**config.mk**
```make
export PLATFORM = sky130hd
export DESIGN_NAME = area_bus_ctrl
export DESIGN_NICKNAME = d
export VERILOG_FILES = /design/src/bus_ctrl_pkg.sv /design/src/area_bus_ctrl.sv /design/src/area_decode.sv
export SDC_FILE = /design/constraint.sdc
export NUM_CORES = 1
export LEC_CHECK = 0
export BUFFER_PORTS_ARGS = -buffer_cell sky130_fd_sc_hd__buf_2
export CORE_MARGIN = 2
export CORE_UTILIZATION = 47
export CTS_BUF_LIST = sky130_fd_sc_hd__clkbuf_4 sky130_fd_sc_hd__clkbuf_8
export CTS_CLUSTER_SIZE = 10
export DETAILED_ROUTE_END_ITERATION = 8
export PLACE_DENSITY = 0.85
export SLEW_MARGIN = 20
export SYNTH_ARGS = -nofsm -noshare
export SYNTH_HDL_FRONTEND = slang
export SYNTH_SLANG_ARGS = --single-unit
```
**constraint.sdc**
```tcl
create_clock -name clock -period 2.4 [get_ports clock]
set_input_delay 0.12 -clock clock [delete_from_list [all_inputs] [get_ports clock]]
set_output_delay 0.12 -clock clock [all_outputs]
set_load 0.01 [all_outputs]
```
**src/bus_ctrl_pkg.sv**
```systemverilog
// shared constants and carrier types for the area external bus controller
package bus_ctrl_pkg;

   // ==========================================
   // geometry
   localparam int AREA_COUNT = 8;               // eight areas of the external space
   localparam int AREA_BIT_HI = 23;             // area number sits in address bits 23..21
   localparam int AREA_BIT_LO = 21;             // 2-Mbyte areas
   localparam int ADDR_W = 24;
   localparam int DATA_W = 16;

   // ==========================================
   // setting codes
   localparam logic [0:0] WIDTH_16 = 1'h0;      // width setting: 16-bit bus
   localparam logic [0:0] WIDTH_8 = 1'h1;       // width setting: 8-bit bus
   localparam logic [0:0] STATES_2 = 1'h0;      // access-state setting: 2 states
   localparam logic [0:0] STATES_3 = 1'h1;      // access-state setting: 3 states
   localparam logic [1:0] IDLE_NONE = 2'h0;
   localparam logic [1:0] IDLE_RD_WR = 2'h1;    // idle before a write after a read
   localparam logic [1:0] IDLE_RD_RD = 2'h2;    // idle between reads to different areas
   localparam logic [1:0] IDLE_BOTH = 2'h3;
   localparam logic [2:0] ROM_BASIC = 3'h0;
   localparam logic [2:0] ROM_B1_4 = 3'h4;      // 1-state bursts, up to 4 words
   localparam logic [2:0] ROM_B1_8 = 3'h5;      // 1-state bursts, up to 8 words
   localparam logic [2:0] ROM_B2_4 = 3'h6;      // 2-state bursts, up to 4 words
   localparam logic [2:0] ROM_B2_8 = 3'h7;      // 2-state bursts, up to 8 words
   localparam logic [4:0] ADDR_RANGE_MAX = 5'h10;
   localparam logic [4:0] ADDR_RANGE_BASE = 5'h07; // top enabled bit = code plus this
   localparam logic [4:0] ADDR_RANGE_A20 = 5'h0d;  // reset code for modes 4 and 5
   localparam logic [4:0] ADDR_RANGE_A7 = 5'h00;   // reset code for modes 6 and 7

   // ==========================================
   // operating modes and reset values
   localparam logic [2:0] MODE_4 = 3'h4;
   localparam logic [2:0] MODE_5 = 3'h5;
   localparam logic [2:0] MODE_6 = 3'h6;
   localparam logic [2:0] MODE_7 = 3'h7;
   localparam logic [1:0] RESET_WAITS = 2'h3;
   localparam logic [1:0] RESET_IDLE = IDLE_BOTH;
   localparam logic [2:0] RESET_ROM = ROM_BASIC;
   localparam logic [2:0] BASE_STATES = 3'h2;   // shortest basic cycle in states

   // ==========================================
   // carriers
   typedef struct packed {
      logic [7:0] width;        // per area: 1 = 8-bit
      logic [7:0] states;       // per area: 1 = three states
      logic [15:0] waits;       // per area: two bits of program waits
   } area_cfg_s;

   typedef struct packed {
      logic valid;              // request pending
      logic write;              // 1 = write, 0 = read
      logic [1:0] lanes;        // [1] upper byte, [0] lower byte
      logic [ADDR_W-1:0] addr;
      logic [DATA_W-1:0] wdata;
   } req_s;

   typedef struct packed {
      logic [ADDR_W-1:0] addr;
      logic [ADDR_W-1:0] addr_oe;
      logic [DATA_W-1:0] data;
      logic [DATA_W-1:0] data_oe;
      logic [7:0] cs_n;
      logic [7:0] cs_oe;
      logic as_n;
      logic rd_n;
      logic upper_wr_n;
      logic lower_wr_n;
      logic strobe_oe;          // enable for strobes
   } pins_s;

endpackage

```
**src/area_bus_ctrl.sv**
```systemverilog
// area external bus controller: areas, waits, idle cycles, bus release
//
// Functional notes
// - address strobe low only with valid address
// - read strobe low during external reads
// - byte write strobes per data half
// - low wait pin stretches three-state cycles
// - wait pin enable, off after reset
// - request low releases all bus pins
// - acknowledge low from one cycle into release until release ends
// - release enable, off after reset
// - eight 2-Mbyte areas, one select each
// - width setting 0 wide, 1 narrow
// - access setting 0 two, 1 three states
// - program waits only with three states
// - reset area width follows operating mode; states and waits reset to three
// - idle code selects idle insertion cases
// - area 0 basic or burst rom codes
// - address outputs enabled up to code plus 7
// - reset address range follows operating mode
// - settings act in modes 4-6 only
// - select driven only when direction bit set
// - three-state cycle lasts 3 to 6 states
// - release changes only at cycle end
// - select low for whole bus cycle
// - burst rom forces wide area 0
`timescale 1ns/1ps
`default_nettype none
module area_bus_ctrl
   import bus_ctrl_pkg::*;
(
   input wire logic clock,
   input wire logic resetn,
   input wire logic [2:0] op_mode,           // mode pins, sampled after reset release
   // settings from the cpu side
   input wire logic cfg_load,                // one-cycle strobe to take new settings
   input wire area_cfg_s cfg_in,
   input wire logic [1:0] idle_code_in,
   input wire logic [2:0] rom_mode_in,
   input wire logic wait_enable_in,
   input wire logic release_enable_in,
   input wire logic [4:0] addr_range_in,
   input wire logic [7:0] cs_dir,            // port direction bits per select
   // request side
   input wire req_s req,
   output logic req_ready,                   // one-cycle pulse: request taken
   output logic done,                        // one-cycle pulse: cycle finished
   output logic [DATA_W-1:0] rdata,
   // external pins
   input wire logic wait_n,
   input wire logic release_request_n,
   input wire logic [DATA_W-1:0] data_in,
   output pins_s pins,
   output logic release_ack_n,
   output logic [2:0] mode_seen             // captured operating mode
);

   // ==========================================
   // state
   typedef enum logic [2:0] {
      ST_IDLE = 3'h0,
      ST_ACCESS = 3'h1,
      ST_GAP = 3'h3,
      ST_RELEASED = 3'h2
   } state_e;

   state_e state_q;
   logic [2:0] count_q;                      // states spent in current cycle
   logic [2:0] len_q;                        // programmed length of current cycle
   logic bus_on_q;                           // external bus enabled in this mode
   logic boot_q;                             // loads mode defaults once after reset
   area_cfg_s cfg_q;
   logic [1:0] idle_q;
   logic [2:0] rom_q;
   logic wait_en_q;
   logic rel_en_q;
   logic [4:0] range_q;
   logic last_rd_q;                          // previous cycle was a read
   logic [2:0] last_area_q;
   req_s cur_q;
   logic [2:0] area;
   logic narrow;
   logic [2:0] cycle_len;
   logic wait_s1_q, wait_s2_q;               // wait pin synchroniser
   logic brq_s1_q, brq_s2_q;                 // request pin synchroniser
   logic want_release;
   logic need_gap;
   logic cycle_end;

   // shared decode of the incoming request's area
   area_decode u_decode (
      .addr(req.addr),
      .cfg(cfg_q),
      .rom_mode(rom_q),
      .area(area),
      .narrow(narrow),
      .cycle_len(cycle_len)
   );

   // mask of enabled address bits for a range code
   function automatic logic [ADDR_W-1:0] range_mask(input logic [4:0] code);
      logic [ADDR_W-1:0] m;
      m = '0;
      for (int i = 0; i < ADDR_W; i++)
      begin
         if (5'(i) <= 5'(code + ADDR_RANGE_BASE))
         begin
            m[i] = 1'b1;
         end
      end
      return m;
   endfunction

   // ==========================================
   // pin synchronisers
   // both pins come from outside, two flops before use
   always_ff @(posedge clock or negedge resetn)
   begin
      if (!resetn)
      begin
         wait_s1_q <= 1'b1;
         wait_s2_q <= 1'b1;
         brq_s1_q <= 1'b1;
         brq_s2_q <= 1'b1;
      end
      else
      begin
         wait_s1_q <= wait_n;
         wait_s2_q <= wait_s1_q;
         brq_s1_q <= release_request_n;
         brq_s2_q <= brq_s1_q;
      end
   end

   // ==========================================
   // settings
   // defaults are loaded one cycle after release, since the mode is a strap
   always_ff @(posedge clock or negedge resetn)
   begin
      if (!resetn)
      begin
         boot_q <= 1'b1;
         mode_seen <= MODE_7;
         bus_on_q <= 1'b0;
         cfg_q <= '0;
         idle_q <= RESET_IDLE;
         rom_q <= RESET_ROM;
         wait_en_q <= 1'b0;
         rel_en_q <= 1'b0;
         range_q <= ADDR_RANGE_A7;
      end
      else if (boot_q)
      begin
         boot_q <= 1'b0;
         mode_seen <= op_mode;
         bus_on_q <= (op_mode >= MODE_4) && (op_mode <= MODE_6);
         cfg_q.width <= (op_mode == MODE_4) ? {8{WIDTH_16}} : {8{WIDTH_8}};
         cfg_q.states <= {8{STATES_3}};
         cfg_q.waits <= {8{RESET_WAITS}};
         range_q <= (op_mode == MODE_4 || op_mode == MODE_5) ? ADDR_RANGE_A20 : ADDR_RANGE_A7;
      end
      else if (cfg_load && bus_on_q)
      begin
         cfg_q <= cfg_in;
         idle_q <= idle_code_in;
         // only basic or the four burst codes are legal
         rom_q <= (rom_mode_in[2] || rom_mode_in == ROM_BASIC) ? rom_mode_in : rom_q;
         wait_en_q <= wait_enable_in;
         rel_en_q <= release_enable_in;
         range_q <= (addr_range_in > ADDR_RANGE_MAX) ? ADDR_RANGE_MAX : addr_range_in;
      end
   end

   // ==========================================
   // cycle control
   assign want_release = rel_en_q && !brq_s2_q;
   // idle cycle cases after a read
   assign need_gap = last_rd_q && (
      (idle_q[0] && req.write) ||
      (idle_q[1] && !req.write && area != last_area_q));
   // the cycle ends when its states are spent and no wait is held
   assign cycle_end = (state_q == ST_ACCESS) && (count_q >= len_q)
      && !(wait_en_q && !wait_s2_q && cfg_q.states[cur_q.addr[AREA_BIT_HI:AREA_BIT_LO]]);

   // main sequencer; release is only taken between cycles
   always_ff @(posedge clock or negedge resetn)
   begin
      if (!resetn)
      begin
         state_q <= ST_IDLE;
         count_q <= 3'h0;
         len_q <= BASE_STATES;
         cur_q <= '0;
         last_rd_q <= 1'b0;
         last_area_q <= 3'h0;
         req_ready <= 1'b0;
         done <= 1'b0;
         rdata <= '0;
      end
      else
      begin
         req_ready <= 1'b0;
         done <= 1'b0;
         case (state_q)
            ST_IDLE, ST_GAP:
            begin
               // the gap state is the single idle state; it takes requests like idle
               state_q <= ST_IDLE;
               if (want_release)
               begin
                  state_q <= ST_RELEASED;
               end
               else if (req.valid && bus_on_q && !boot_q)
               begin
                  if (need_gap)
                  begin
                     state_q <= ST_GAP;               // one idle state first
                     last_rd_q <= 1'b0;
                  end
                  else
                  begin
                     state_q <= ST_ACCESS;
                     cur_q <= req;
                     // narrow areas move only the low byte lane
                     cur_q.lanes <= narrow ? 2'h1 : req.lanes;
                     len_q <= cycle_len;
                     count_q <= 3'h1;
                     req_ready <= 1'b1;
                  end
               end
            end
            ST_ACCESS:
            begin
               if (cycle_end)
               begin
                  state_q <= ST_IDLE;
                  done <= 1'b1;
                  last_rd_q <= !cur_q.write;
                  last_area_q <= cur_q.addr[AREA_BIT_HI:AREA_BIT_LO];
                  rdata <= data_in;
               end
               else if (count_q < len_q)
               begin
                  count_q <= 3'(count_q + 3'h1);        // count stops at len_q; a held wait pin keeps the cycle open
               end
            end
            ST_RELEASED:
            begin
               if (!want_release)
               begin
                  state_q <= ST_IDLE;
               end
            end
            default:
            begin
               state_q <= ST_IDLE;
            end
         endcase
      end
   end

   // ==========================================
   // pin drive
   // all outputs registered; strobes follow the sequencer's next step
   always_ff @(posedge clock or negedge resetn)
   begin
      if (!resetn)
      begin
         pins <= '{as_n: 1'b1, rd_n: 1'b1, upper_wr_n: 1'b1, lower_wr_n: 1'b1, cs_n: 8'hff, default: '0};
         release_ack_n <= 1'b1;
      end
      else
      begin
         // acknowledge falls one cycle after entering the released state, rises on leaving it
         release_ack_n <= !(state_q == ST_RELEASED && want_release);
         if (state_q == ST_RELEASED || (state_q == ST_IDLE && want_release))
         begin
            pins <= '{as_n: 1'b1, rd_n: 1'b1, upper_wr_n: 1'b1, lower_wr_n: 1'b1, cs_n: 8'hff, default: '0};
         end
         else if (state_q == ST_ACCESS && !cycle_end)
         begin
            pins.addr <= cur_q.addr;
            pins.addr_oe <= range_mask(range_q);
            pins.as_n <= 1'b0;
            pins.strobe_oe <= 1'b1;
            pins.rd_n <= cur_q.write;
            pins.upper_wr_n <= !(cur_q.write && cur_q.lanes[1]);
            pins.lower_wr_n <= !(cur_q.write && cur_q.lanes[0]);
            pins.data <= cur_q.wdata;
            pins.data_oe <= cur_q.write ? {{8{cur_q.lanes[1]}}, {8{cur_q.lanes[0]}}} : 16'h0000;
            for (int i = 0; i < AREA_COUNT; i++)
            begin
               // select for the addressed area, whole cycle long
               pins.cs_n[i] <= !(cur_q.addr[AREA_BIT_HI:AREA_BIT_LO] == 3'(i));
               pins.cs_oe[i] <= cs_dir[i];
            end
         end
         else
         begin
            // between cycles keep address, drop strobes and selects
            pins.as_n <= 1'b1;
            pins.rd_n <= 1'b1;
            pins.upper_wr_n <= 1'b1;
            pins.lower_wr_n <= 1'b1;
            pins.cs_n <= 8'hff;
            pins.cs_oe <= bus_on_q ? cs_dir : 8'h00;
            pins.strobe_oe <= bus_on_q;
            pins.addr_oe <= bus_on_q ? range_mask(range_q) : '0;
            pins.data_oe <= '0;
         end
      end
   end

endmodule
`default_nettype wire

```
**src/area_decode.sv**
```systemverilog
// area decoder: picks the area and that area's cycle settings
`timescale 1ns/1ps
`default_nettype none
module area_decode
   import bus_ctrl_pkg::*;
(
   input wire logic [ADDR_W-1:0] addr,
   input wire area_cfg_s cfg,
   input wire logic [2:0] rom_mode,
   output logic [2:0] area,
   output logic narrow,
   output logic [2:0] cycle_len
);

   // ==========================================
   // combinational decode
   // area from the top three address bits
   always_comb
   begin
      area = addr[AREA_BIT_HI:AREA_BIT_LO];
      // burst rom forces area 0 to the wide bus
      if (area == 3'h0 && rom_mode[2])
      begin
         narrow = 1'b0;
      end
      else
      begin
         narrow = cfg.width[area];
      end
      // three states plus program waits, else two
      if (cfg.states[area] == STATES_3)
      begin
         cycle_len = 3'(BASE_STATES + 3'h1 + {1'b0, cfg.waits[area*2 +: 2]});
      end
      else
      begin
         cycle_len = BASE_STATES;
      end
   end

endmodule
`default_nettype wire

```
== After elaboration in Yosys (flattened, before gate mapping) ==
Index checks and enable logic that the tools add are counted.

* Add/sub/neg operators: 3
* Order comparisons: 31
* Equal/unequal tests: 21
* Shift operators: 1
* Muxes and demuxes: 71
* Bitwise operators: 3
* Reduce and logical (&&, ||, !) cells: 56

{| class="wikitable"
|+ Operators by type and width
! operator !! count
|-
| $mux W101 || 1
|-
| $mux W24 || 3
|-
| $mux W32 || 2
|-
| $le A4 B5 Y1 const A || 8
|-
| $le A5 B5 Y1 const A || 8
|-
| $mux W1 || 38
|-
| $mux W37 || 1
|-
| $mux W16 || 2
|-
| $mux W3 || 8
|-
| $le A3 B5 Y1 const A || 4
|-
| $logic_and A1 B1 Y1 || 19
|-
| $eq A3 B3 Y1 const B || 6
|-
| $logic_not A1 Y1 || 18
|-
| $mux W8 || 2
|-
| $ne A2 B2 Y1 const B || 8
|-
| $shiftx A16 B5 Y2 || 1
|-
| $mux W5 || 3
|-
| $eq A3 B2 Y1 const B || 4
|-
| $logic_not A3 Y1 || 4
|-
| $le A1 B5 Y1 const A || 2
|-
| $le A2 B5 Y1 const A || 2
|-
| $bmux W1 S3 || 3
|-
| $pmux W3 S3 || 1
|-
| $lt A3 B4 Y1 const B || 2
|-
| other kinds (23) || 36
|}

* Bits in registers: 229
* Input port bits: 120
* Output and inout port bits: 123
* Logic and storage cells: 225

== Logic depth before layout (Yosys ltp) ==
Gate-level depths: netlist (run 1).

* Depth in word-level cells: 9
* Gate-level depth with buffers: 9
* Depth with buffers taken out: 7

== By module ==
From an unflattened synthesis (run 1), not the netlist that was laid out.

* Cells, all modules: 663
* Area, all modules: 8717.1 µm²

{| class="wikitable"
|+ Modules (own cells, without submodules)
! module !! times used !! cells each !! area each (µm²) !! seq. area each (µm²)
|-
| area_bus_ctrl || 1 || 637 || 8379.3 || 5385.2
|-
| area_decode || 1 || 26 || 337.8 || 0.0
|}

== Worst setup path before layout (run 1) ==
OpenSTA, ideal clock, no wires.

* Kind: register -> register
* Start point: reg len_q[1]
* End point: reg last_rd_q
* Setup time: 134 ps
* Arrival time: 1937 ps
* Required time: 2266 ps
* Slack: 329 ps
* Cell stages (with the launch flop): 10
* Buffers on the path: 2
* Period minus slack after synthesis: 2071 ps
* Cell sequence: dfstp_2 inv_1 ha_1 nand2b_1 a31o_2 a31o_1 buf_6 buf_4 a211oi_1 o32ai_1

* Cells in the longest elaborated chain, start to end: 5

{| class="wikitable"
|+ Ends and longest elaborated chain
! what !! RTL line !! RTL
|-
| from (decl) || area_bus_ctrl.sv:69 || <nowiki>logic [2:0] len_q;</nowiki>
|-
| from (signal assigned) || area_bus_ctrl.sv:226 || <nowiki>len_q <= cycle_len;</nowiki>
|-
| $ge A3 B3 Y1 || area_bus_ctrl.sv:182 || <nowiki>assign cycle_end = (state_q == ST_ACCESS) && (count_q >= len_q)</nowiki>
|-
| $logic_and A1 B1 Y1 || area_bus_ctrl.sv:182 ||
|-
| $logic_and A1 B1 Y1 || area_bus_ctrl.sv:183 || <nowiki>&& !(wait_en_q && !wait_s2_q && cfg_q.states[cur_q.addr[AREA_BIT_HI:AREA_BIT_LO]]);</nowiki>
|-
| $ne A2 B2 Y1 (no source line) || -- ||
|-
| $reduce_and A5 Y1 (no source line) || -- ||
|-
| to (signal assigned) || area_bus_ctrl.sv:238 || <nowiki>last_rd_q <= !cur_q.write;</nowiki>
|-
| to (decl) || area_bus_ctrl.sv:78 || <nowiki>logic last_rd_q;</nowiki>
|}

No other way between the ends.
A chain may end at the register's enable or synchronous reset.

== Worst setup path after layout (run 1) ==
* Start point: reg boot_q
* End point: reg range_q[3]

* Cells in the longest elaborated chain, start to end: 1

{| class="wikitable"
|+ Ends and longest elaborated chain
! what !! RTL line !! RTL
|-
| from (decl) || area_bus_ctrl.sv:71 || <nowiki>logic boot_q;</nowiki>
|-
| from (signal assigned) || area_bus_ctrl.sv:142 || <nowiki>boot_q <= 1'b1;</nowiki>
|-
| from (signal assigned) || area_bus_ctrl.sv:154 || <nowiki>boot_q <= 1'b0;</nowiki>
|-
| $mux W5 or $reduce_bool A2 Y1 (tied branches) || -- ||
|-
| to (signal assigned) || area_bus_ctrl.sv:160 || <nowiki>range_q <= (op_mode == MODE_4 || op_mode == MODE_5) ? ADDR_RANGE_A20 : ADDR_RANGE_A7;</nowiki>
|-
| to (signal assigned) || area_bus_ctrl.sv:170 || <nowiki>range_q <= (addr_range_in > ADDR_RANGE_MAX) ? ADDR_RANGE_MAX : addr_range_in;</nowiki>
|-
| to (decl) || area_bus_ctrl.sv:77 || <nowiki>logic [4:0] range_q;</nowiki>
|}

Parallel ways exist; a longest one is shown, timed or not.

==> PnR_summary.wiki, run 1 <==
{| class="wikitable"
! Metric !! Value
|-
| Part of the Yosys area used for sequential elements || 0.5876
|-
| Post-Syn Instances || 830
|-
| Max-slew violation count || 0
|-
| Setup Viol. Count Final || 0
|-
| Fin util || 0.6649
|-
| Vertical die dimension || 143.0 um
|-
| Proportion of layout cells with a drive suffix above 1 || 0.3396
|-
| Io pins || 243
|-
| Clock tree sinks || 212
|-
| Async set or reset register ratio after synthesis || 1.000
|-
| Area of the multi-input gates || 3273 sq um
|-
| Kind of critical path || flip-flop to flip-flop
|-
| Number of nets produced by synthesis || 962
|-
| Rel. slew slack || 0.4183
|-
| Post-synth top flop || sky130_fd_sc_hd__dfrtp_1
|-
| Die extent in x || 143.0 um
|-
| Fillers || 1373
|-
| Count of input and output buffers || 242
|-
| Beginning of the critical path || boot_q
|-
| Reg-to-Reg Start || boot_q
|-
| CP endpoint || range_q[3]
|-
| GRT Resource Usage Total || 0.2624
|-
| Number of design rule violations left after detail routing || 0
|-
| Die Footprint || 20450 sq um
|-
| Initial core utilization || 0.4822
|-
| Least-Margin Pin Slew || 0.8663 ns
|-
| Clock period minus final worst setup slack || 2.335 ns
|-
| P_leak || 0.006059 uW
|-
| Number of flops mapped to enable cells by yosys || 0
|-
| Vias in the first global route || 8199
|-
| Yosys reg bits || 212
|-
| Clock latency at the later pin of the worst-skew pair || 0.54 ns
|-
| Critical Path Fanout Max || 19
|-
| Hold violation total from the final report || 0
|-
| R2r endpoint || range_q[3]
|-
| Worst reg-to-reg setup slack || 0.06 ns
|-
| Number of levels in the clock H-tree || 2
|-
| Total via count after detailed routing || 7881
|-
| Detailed placement HPWL || 15.90 mm
|-
| Clock buffers created by TritonCTS || 37
|-
| Global placement routability congestion || 0.9514
|-
| Worst hold path type || input pin to flip-flop
|-
| Count of TritonRoute iterations in the first routing pass || 5
|-
| Element type at the critical path end || flip-flop
|-
| Cells taking the most area after synthesis || sky130_fd_sc_hd__dfrtp_1 52%, sky130_fd_sc_hd__dfstp_2 6.9%, sky130_fd_sc_hd__nand2_1 5.9%
|-
| Final critical-path share of the clock period || 0.9731
|-
| Number of distinct library cells after synthesis || 66
|-
| Clock Skews || 0.03606 ns
|-
| Post-synth top area share || 0.5181
|-
| Number of cells traversed by the worst register-to-register path || 6
|-
| Sum of routed wire length over all layers || 26.81 mm
|-
| MaxCap Viol Count || 0
|-
| DRC violation total after the first TritonRoute iteration || 586
|-
| Cell taking the most area after synthesis || sky130_fd_sc_hd__dfrtp_1
|-
| Synthesized area divided by synthesized cell count || 10.94 sq um
|-
| Yosys warning count || 0
|-
| Wire length per cell after detailed routing || 18.13 um
|-
| Vias/cell || 5.329
|-
| Cell area after technology mapping || 9080 sq um
|-
| Hold-critical path depth || 4
|-
| Pin count of the biggest net entering global routing || 84
|-
| Num rows || 50
|-
| TritonCTS clock tree || built
|-
| Result of the run || complete, no violations
|-
| Type of element launching the critical path || flip-flop
|-
| Antenna Violating Nets Remaining || 0
|-
| Critical path data arrival time || 2.75 ns
|-
| Fin nets || 1321
|-
| CTS Root Buffer Type || sky130_fd_sc_hd__clkbuf_8
|-
| Max clock buf depth || 3
|-
| Core region area || 18830 sq um
|-
| Global-route wire length before repair || 41.86 mm
|-
| Sum of internal, switching and leakage power || 11540 uW
|-
| Total grt overflow || 0
|-
| Total power divided by cell area || 921.8 nW/um^2
|-
| Area overhead of the layout relative to synthesis || 37.89%
|-
| Worst path required time || 2.81 ns
|-
| Achievable Freq || 0.4282 GHz
|-
| Combined flip-flop and latch cell area || 5335 sq um
|-
| VDD IR-drop max || 626.4 uV
|-
| Setup TNS after final layout || 0 ns
|-
| Hold Slack || 0.09174 ns
|-
| Initial antenna violation count || 1
|-
| Clock-pin slew reported for the worst setup and hold paths after clock tree synthesis || 0.07 ns
|}
-- synth_stat cells, drive strengths merged, types with 4 or more instances --
master and n:
dfrtp 188, nand2 144, o21ai 62, a21oi 52, nand3 45, buf 43
o22a 33, nor2 30, clkbuf 29, mux2 26, dfstp 24, inv 19
and3 18, nor2b 15, ha 12, mux2i 8, mux4 7, nor3 7
a211oi 5, nand2b 5, xnor2 5, a21o 4, a31oi 4, nand3b 4
nand4 4
-- worst min path at each step --
stage                  from         end
CTS                 req[43]  state_q[0]
finish              req[37]   cur_q[37]
global placement     resetn    cfg_q[3]
detailed placement   resetn    cfg_q[3]
floorplan            resetn    bus_on_q
global route        req[38]   cur_q[38]
-- layer usage --
metal  up-vias  routed length, um  track usage
met4         0               1054       0.1235
met5         -                  0            0
li1       3590                  -            -
met3        91               1726      0.05399
met1      3828              10520       0.3233
met2       372              13520       0.4435
-- worst max-delay path, cell delays in order, from the launching register on --
cell and delay, ns:
sky130_fd_sc_hd__dfstp_2 0.54, sky130_fd_sc_hd__buf_4 0.21, sky130_fd_sc_hd__nand3b_1 0.32, sky130_fd_sc_hd__buf_6 0.25
sky130_fd_sc_hd__o21a_1 0.21, sky130_fd_sc_hd__o22ai_1 0.10, sky130_fd_sc_hd__dlygate4sd3_1 0.57
-- cell usage in the layout, fill, tap and decap left out, types with 2 or more instances in the layout --
cell / n
sky130_fd_sc_hd__buf_12: 4
sky130_fd_sc_hd__dfrtp_1: 188
sky130_fd_sc_hd__or3_1: 2
sky130_fd_sc_hd__clkbuf_4: 17
sky130_fd_sc_hd__nand3b_1: 4
sky130_fd_sc_hd__buf_6: 2
sky130_fd_sc_hd__a211oi_1: 4
sky130_fd_sc_hd__and2_1: 2
sky130_fd_sc_hd__o22ai_1: 3
sky130_fd_sc_hd__a31oi_1: 3
sky130_fd_sc_hd__nor2_1: 30
sky130_fd_sc_hd__ha_1: 11
sky130_fd_sc_hd__nor2b_1: 15
sky130_fd_sc_hd__a31o_2: 2
sky130_fd_sc_hd__dfstp_2: 24
sky130_fd_sc_hd__nor3_1: 6
sky130_fd_sc_hd__diode_2: 3
sky130_fd_sc_hd__o32ai_1: 2
sky130_fd_sc_hd__mux4_2: 7
sky130_fd_sc_hd__nand2b_1: 5
sky130_fd_sc_hd__and3_1: 18
sky130_fd_sc_hd__inv_1: 18
sky130_fd_sc_hd__mux2_2: 25
sky130_fd_sc_hd__nand3_1: 45
sky130_fd_sc_hd__o21ai_0: 62
sky130_fd_sc_hd__a21oi_1: 50
sky130_fd_sc_hd__a21o_1: 3
sky130_fd_sc_hd__o22a_1: 33
sky130_fd_sc_hd__a22o_1: 2
sky130_fd_sc_hd__mux2i_1: 8
sky130_fd_sc_hd__nand4_1: 4
sky130_fd_sc_hd__buf_4: 24
sky130_fd_sc_hd__nand2_1: 142
sky130_fd_sc_hd__dlygate4sd3_1: 120
sky130_fd_sc_hd__clkbuf_8: 46
sky130_fd_sc_hd__buf_2: 241
sky130_fd_sc_hd__xnor2_1: 5
-- logic make-up after synthesis --
kind of cell,after synthesis,synth area share
mux,41,0.05884
buf+inv,91,0.05415
fa+ha+maj,12,0.01654
xor+xnor,6,0.005787
simple gates,280,0.1403
compound gates,187,0.1364
flops,212,0.5876
other cells,1,0.0004130
-- what timing repair did --
item | in CTS | in global routing
hold buffers | 120 | 0
gates resized for setup | 0 | 6
buffers inserted | 0 | 4
endpoints found under the setup margin | 0 | 34
endpoints found under the hold margin | 193 | 0
-- registers in the layout, indices dropped and copies added, names as in the netlist, 2 cells and up --
| register | cells |
|---|---|
| mode_seen | 3 |
| rdata | 16 |
| pins | 87 |
| count_q | 3 |
| cfg_q | 32 |
| range_q | 5 |
| cur_q | 43 |
| idle_q | 2 |
| state_q | 2 |
| len_q | 3 |
| last_area_q | 3 |
-- power by group --
group | switching (uW) | internal (uW) | leakage (uW)
combinational | 1840 | 1280 | 0.00304
sequential | 514 | 4380 | 0.00259
clock | 1430 | 2090 | 0.000427
-- metrics by stage --
| stage | instances | setup WS [ns] | instance area (sq um) |
|---|---|---|---|
| global placement | 1286 | 0.1612 | 10440 |
| detailed placement | 1286 | 0.05894 | 10440 |
| floorplan | 830 | 0.3291 | 9080 |
| CTS | 1472 | 0.03218 | 12450 |
| finish | 1479 | 0.06457 | 12520 |
| global route | 1477 | -0.01192 | 12520 |
-- layout make-up --
| class | instances | area share |
|---|---|---|
| Inverter | 19 | 0.005696 |
| Tap cell | 260 | 0.02598 |
| Clock inverter | 3 | 0.003398 |
| Sequential cell | 212 | 0.4261 |
| Clock buffer | 63 | 0.06076 |
| Antenna cell | 3 | 0.0005996 |
| Timing Repair Buffer | 392 | 0.2160 |
| Multi-Input combinational cell | 527 | 0.2614 |
Note: power is estimated with default switching activity, not from simulation.
==> run 2, diff against run 1 <==
- CAP_MARGIN: unset -> 20
- CELL_PAD_IN_SITES_DETAIL_PLACEMENT: unset -> 0
- CELL_PAD_IN_SITES_GLOBAL_PLACEMENT: unset -> 1
- CORE_UTILIZATION: 47 -> 42
- PLACE_DENSITY: 0.85 -> 0.94
==> run 2 against run 1 <==
Clock skew down 0.024 ns; non-clock buffer count down 3; design area about the same; register-to-register slack better by 0.07 ns; setup slack better by 0.067 ns; sequential share of layout area about the same; global-route usage down 4.4 points; clock power about the same; die area up 12%; routed wire length down 6.9%; clock-buffer cell count unchanged; largest cell class unchanged.
==> PnR_summary.wiki, run 2 (synthesis gave the netlist of run 1 again) <==
{| class="wikitable"
! Metric !! Value
|-
| Core region area || 21090 sq um
|-
| Diode insertion count for antenna repair || 0
|-
| Final standard cell area without fillers || 12530 sq um
|-
| Num rows || 53
|-
| Number of levels in the clock H-tree || 2
|-
| Die Footprint || 22810 sq um
|-
| Final critical-path share of the clock period || 0.9450
|-
| Die extent in x || 151.0 um
|-
| Clock-pin slew reported for the worst setup and hold paths after clock tree synthesis || 0.06 ns
|-
| Setup Viol. Count Final || 0
|-
| Type of element launching the critical path || flip-flop
|-
| Max-slew violation count || 0
|-
| Area of placed instances || 10470 sq um
|-
| Critical hold path startpoint || cfg_load
|-
| Number of cells traversed by the worst register-to-register path || 6
|-
| Critical Path Fanout Max || 41
|-
| Hold Slack || 0.04089 ns
|-
| Clock period minus final worst setup slack || 2.268 ns
|-
| Initial core utilization || 0.4306
|-
| R2r endpoint || pins[35]
|-
| Sum of routed wire length over all layers || 24.95 mm
|-
| GRT Resource Usage Total || 0.2187
|-
| MaxCap Viol Count || 0
|-
| Total via count after detailed routing || 7634
|-
| Clock buffers created by TritonCTS || 37
|-
| Hold violation total from the final report || 0
|-
| Max clock buf depth || 3
|-
| Count of TritonRoute iterations in the first routing pass || 5
|-
| TritonCTS clock tree || built
|-
| Antenna Violating Nets Remaining || 0
|-
| Total power divided by cell area || 912.8 nW/um^2
|-
| Most frequent cells in the layout || 241 x sky130_fd_sc_hd__buf_2, 188 x sky130_fd_sc_hd__dfrtp_1, 142 x sky130_fd_sc_hd__nand2_1, 123 x sky130_fd_sc_hd__dlygate4sd3_1, 62 x sky130_fd_sc_hd__o21ai_0
|-
| Setup TNS after final layout || 0 ns
|-
| Reg-to-Reg Start || cur_q[39]
|-
| Global placement routability congestion || 0.8642
|-
| Largest registers || pins: 87 flops, cur_q: 43 flops, cfg_q: 32 flops
|-
| Vias in the first global route || 8015
|-
| Vertical die dimension || 151.0 um
|-
| Worst hold path type || input pin to flip-flop
|-
| Clock latency at the later pin of the worst-skew pair || 0.52 ns
|-
| Result of the run || complete, no violations
|-
| Fin util || 0.5940
|-
| Worst path required time || 2.84 ns
|-
| Clock Skews || 0.01219 ns
|-
| Hold-critical path depth || 3
|-
| Hold Crit Endpoint || range_q[1]
|-
| CTS Root Buffer Type || sky130_fd_sc_hd__clkbuf_8
|-
| Global-route wire length before repair || 39.72 mm
|-
| Vias/cell || 5.127
|-
| Pin count of the biggest net entering global routing || 65
|-
| Kind of critical path || flip-flop to flip-flop
|-
| Rel. slew slack || 0.4040
|-
| Worst reg-to-reg setup slack || 0.13 ns
|-
| Register ranked first by flip-flop count || pins
|-
| P_leak || 0.006057 uW
|-
| Count of input and output buffers || 242
|-
| DRC violation total after the first TritonRoute iteration || 363
|-
| Total grt overflow || 0
|-
| Clock tree sinks || 212
|-
| Number of design rule violations left after detail routing || 0
|-
| Achievable Freq || 0.4409 GHz
|-
| Area overhead of the layout relative to synthesis || 37.95%
|-
| Least-Margin Pin Slew || 0.8876 ns
|-
| VDD IR-drop max || 558.9 uV
|-
| Element type at the critical path end || flip-flop
|-
| Critical path data arrival time || 2.71 ns
|-
| Detailed placement HPWL || 15.34 mm
|-
| Wire length per cell after detailed routing || 16.76 um
|-
| Io pins || 243
|-
| Fin nets || 1318
|-
| Most common cell after layout, fill and taps aside || sky130_fd_sc_hd__buf_2
|-
| Proportion of layout cells with a drive suffix above 1 || 0.3336
|-
| Initial antenna violation count || 0
|-
| Flip-flop count of the largest register, all copies and words added || 87
|}
run 2: cell types whose count changed in the layout (fill, tap and decap cells not counted), sizes merged:
cell / change
buf: -7
dlygate4sd3: +3
clkbuf: +1
clkinv: +2
bufinv: -1
diode: -3
run 2: through the flow:
stage               setup slack, ns  instances  power (uW)
floorplan                    0.3291        830        6756
global placement             0.1569       1299        7693
detailed placement           0.1175       1299        7777
CTS                          0.1076       1489       11500
global route               -0.01603       1489       12110
finish                       0.1321       1489       11430
run 2: worst max path at each step:
stage,start,end,slack [ns],cells past startpoint
2_1_floorplan,len_q[1],last_rd_q,0.33,9
3_3_place_gp,len_q[1],rdata[9],0.16,7
3_5_place_dp,len_q[1],rdata[9],0.12,7
4_1_cts,len_q[1],last_rd_q,0.11,7
5_1_grt,cur_q[39],pins[35],-0.02,6
6_report,cur_q[39],pins[35],0.13,6
run 2: report_power, final:
part	internal (uW)	leakage, uW	switching, uW
clock network	2070	0.000434	1430
logic	1280	0.00304	1780
registers	4380	0.00259	491
run 2: per-layer routing:
layer / part of all wire / vias to the layer above / global-route usage
li1: - / 3565 / -
met1: 0.41 / 3711 / 0.2724
met2: 0.50 / 298 / 0.3743
met3: 0.064 / 60 / 0.04578
met4: 0.028 / 0 / 0.08505
met5: 0 / - / 0
run 2: worst max-delay path: stages, from the launching register on:
cell	delay [ns]
sky130_fd_sc_hd__dfrtp_1	0.54
sky130_fd_sc_hd__nor2b_1	0.25
sky130_fd_sc_hd__a22oi_2	0.32
sky130_fd_sc_hd__a31oi_4	0.16
sky130_fd_sc_hd__buf_12	0.20
sky130_fd_sc_hd__nor3_4	0.45
sky130_fd_sc_hd__and3_1	0.25
run 2: repair_timing:
action / CTS / global route
endpoints found under the hold margin: 166 / 0
gates resized for setup: 0 / 3
setup buffers: 0 / 0
hold buffers: 123 / 0
endpoints found under the setup margin: 0 / 14
run 2: layout make-up:
| type | instances | area [sq um] |
|---|---|---|
| Sequential cell | 212 | 5335 |
| Clock buffer | 63 | 792.0 |
| Timing Repair Buffer | 389 | 2698 |
| Fill cell | 1768 | 8562 |
| Multi-Input combinational cell | 527 | 3263 |
| Clock inverter | 4 | 22.52 |
| Inverter | 19 | 71.32 |
| Tap cell | 275 | 344.1 |
==> run 3, diff against run 2 <==
- CORE_UTILIZATION: 42 -> 41
- CTS_BUF_LIST: sky130_fd_sc_hd__clkbuf_4 sky130_fd_sc_hd__clkbuf_8 -> sky130_fd_sc_hd__clkbuf_8 sky130_fd_sc_hd__clkbuf_16
- PLACE_DENSITY: 0.94 -> 0.92
==> run 3 against run 2 <==
Sequential share of layout area is 0.24 points higher; largest power group unchanged; register-to-register slack hardly changed; via count is 0.28% higher; maximum frequency is 0.27% lower; cell count is 0.94% lower; combinational power hardly changed.
==> PnR_summary.wiki, run 3 (synthesis gave the netlist of run 1 again) <==
{| class="wikitable"
! Metric !! Value
|-
| Kind of critical path || flip-flop to flip-flop
|-
| Type of element launching the critical path || flip-flop
|-
| Num rows || 54
|-
| Hold Crit Endpoint || cfg_q[26]
|-
| Area of placed instances || 10470 sq um
|-
| Fin nets || 1309
|-
| Worst hold path type || input pin to flip-flop
|-
| Rel. slew slack || 0.3680
|-
| Clock latency at the later pin of the worst-skew pair || 0.52 ns
|-
| Most frequent cells in the layout || 241 x sky130_fd_sc_hd__buf_2, 188 x sky130_fd_sc_hd__dfrtp_1, 143 x sky130_fd_sc_hd__nand2_1, 122 x sky130_fd_sc_hd__dlygate4sd3_1, 62 x sky130_fd_sc_hd__o21ai_0
|-
| Total via count after detailed routing || 7655
|-
| Detailed placement HPWL || 15.48 mm
|-
| Vias in the first global route || 7858
|-
| Wire length per cell after detailed routing || 17.18 um
|-
| Total power divided by cell area || 904.9 nW/um^2
|-
| Antenna Violating Nets Remaining || 0
|-
| Highest signal layer in the routed design || met4
|-
| Pin count of the biggest net entering global routing || 91
|-
| Clock-pin slew reported for the worst setup and hold paths after clock tree synthesis || 0.06 ns
|-
| Register ranked first by flip-flop count || pins
|-
| Initial core utilization || 0.4174
|-
| Least-Margin Pin Slew || 0.9413 ns
|-
| GRT Resource Usage Total || 0.2107
|-
| Reg-to-Reg Start || boot_q
|-
| Area overhead of the layout relative to synthesis || 37.16%
|-
| Hold-critical path depth || 3
|-
| Core region area || 21760 sq um
|-
| Clock buffers created by TritonCTS || 25
|-
| Vertical die dimension || 152.8 um
|-
| Clock Skews || 0.02250 ns
|-
| WL met2 || 12.54 mm
|-
| Initial antenna violation count || 1
|-
| Number of cells traversed by the worst register-to-register path || 6
|-
| Max clock buf depth || 3
|-
| Proportion of layout cells with a drive suffix above 1 || 0.3107
|-
| Die Footprint || 23350 sq um
|-
| Sum of internal, switching and leakage power || 11270 uW
|-
| Number of design rule violations left after detail routing || 0
|-
| TritonCTS clock tree || built
|-
| Fillers || 1793
|-
| Clock tree sinks || 212
|-
| Io pins || 243
|-
| Setup Viol. Count Final || 0
|-
| Critical Path Fanout Max || 18
|-
| Global placement routability congestion || 0.8152
|-
| P_leak || 0.006047 uW
|-
| VDD IR-drop max || 655.7 uV
|-
| Routed wire length on met3 || 1.604 mm
|-
| Flip-flop count of the largest register, all copies and words added || 87
|-
| Vias/cell || 5.190
|-
| Count of input and output buffers || 242
|-
| Final critical-path share of the clock period || 0.9475
|-
| Max-slew violation count || 0
|-
| Worst path required time || 2.80 ns
|-
| Combined flip-flop and latch cell area || 5335 sq um
|-
| Area of the multi-input gates || 3263 sq um
|-
| CTS Root Buffer Type || sky130_fd_sc_hd__clkbuf_16
|-
| Setup repair after global routing missed its margin || false
|-
| DRC violation total after the first TritonRoute iteration || 441
|-
| Sum of routed wire length over all layers || 25.34 mm
|-
| Total grt overflow || 0
|-
| Detailed-route wire length on metal 1 || 10.59 mm
|-
| Clock period minus final worst setup slack || 2.274 ns
|-
| Worst reg-to-reg setup slack || 0.13 ns
|-
| R2r endpoint || rom_q[2]
|-
| Most common cell after layout, fill and taps aside || sky130_fd_sc_hd__buf_2
|-
| Final standard cell area without fillers || 12450 sq um
|-
| Pre-CTS WS || 0.03736 ns
|-
| Critical path data arrival time || 2.67 ns
|-
| Critical hold path startpoint || cfg_in[26]
|-
| Count of TritonRoute iterations in the first routing pass || 4
|-
| Hold Slack || 0.03392 ns
|-
| Result of the run || complete, no violations
|-
| Hold violation total from the final report || 0
|-
| Setup TNS after final layout || 0 ns
|-
| Achievable Freq || 0.4397 GHz
|-
| Global-route wire length before repair || 40.46 mm
|-
| Setup WS post-layout || 0.1260 ns
|-
| Die extent in x || 152.8 um
|-
| Number of levels in the clock H-tree || 1
|-
| Element type at the critical path end || flip-flop
|-
| Largest registers || pins: 87 flops, cur_q: 43 flops, cfg_q: 32 flops
|-
| MaxCap Viol Count || 0
|}
-- run 3: what timing repair did --
action,4_1_cts,5_1_grt
setup buffers,0,4
hold buffers,122,0
resized for setup,0,3
endpoints found under the setup margin,0,36
hold endpoints to repair,243,0
-- run 3: final cells by class --
type,instances,share of cell area
Antenna cell,1,0.0002009
Clock buffer,27,0.05244
Clock inverter,17,0.005525
Inverter,19,0.005726
Multi-Input combinational cell,527,0.2620
Sequential cell,212,0.4284
Tap cell,280,0.02813
Timing Repair Buffer,392,0.2176
-- run 3: worst max path at each step --
| stage | start | endpoint | slack [ns] | depth (start not counted) |
|---|---|---|---|---|
| 3_3_place_gp | len_q[1] | rdata[9] | 0.11 | 7 |
| 6_report | boot_q | rom_q[2] | 0.13 | 6 |
| 3_5_place_dp | len_q[1] | rdata[9] | 0.04 | 7 |
| 2_1_floorplan | len_q[1] | last_rd_q | 0.33 | 9 |
| 5_1_grt | boot_q | rom_q[2] | 0.03 | 6 |
| 4_1_cts | len_q[1] | rdata[9] | 0.03 | 7 |
-- run 3: through the flow --
step | util | std cells
5_1_grt | 0.5725 | 1475
3_5_place_dp | 0.4811 | 1304
6_report | 0.5725 | 1475
3_3_place_gp | 0.4811 | 1304
2_1_floorplan | - | 830
4_1_cts | 0.5704 | 1470
-- run 3: metal layers --
layer / track usage / vias up
met4: 0.06614 / 0
li1: - / 3550
met3: 0.03714 / 45
met2: 0.3613 / 295
met5: 0 / -
met1: 0.2736 / 3765
-- run 3: critical path, cell delays in order (launching register included) --
cell                            delay (ns)
sky130_fd_sc_hd__dfstp_2              0.37
sky130_fd_sc_hd__buf_4                0.19
sky130_fd_sc_hd__nand3b_1             0.34
sky130_fd_sc_hd__buf_4                0.30
sky130_fd_sc_hd__o31ai_1              0.30
sky130_fd_sc_hd__dlygate4sd3_1        0.59
sky130_fd_sc_hd__o21ai_0              0.07
-- run 3: power by group --
part	internal [uW]	switching, uW
Combinational	1260	1800
Clock	1930	1410
Sequential	4380	483
Total	7570	3700
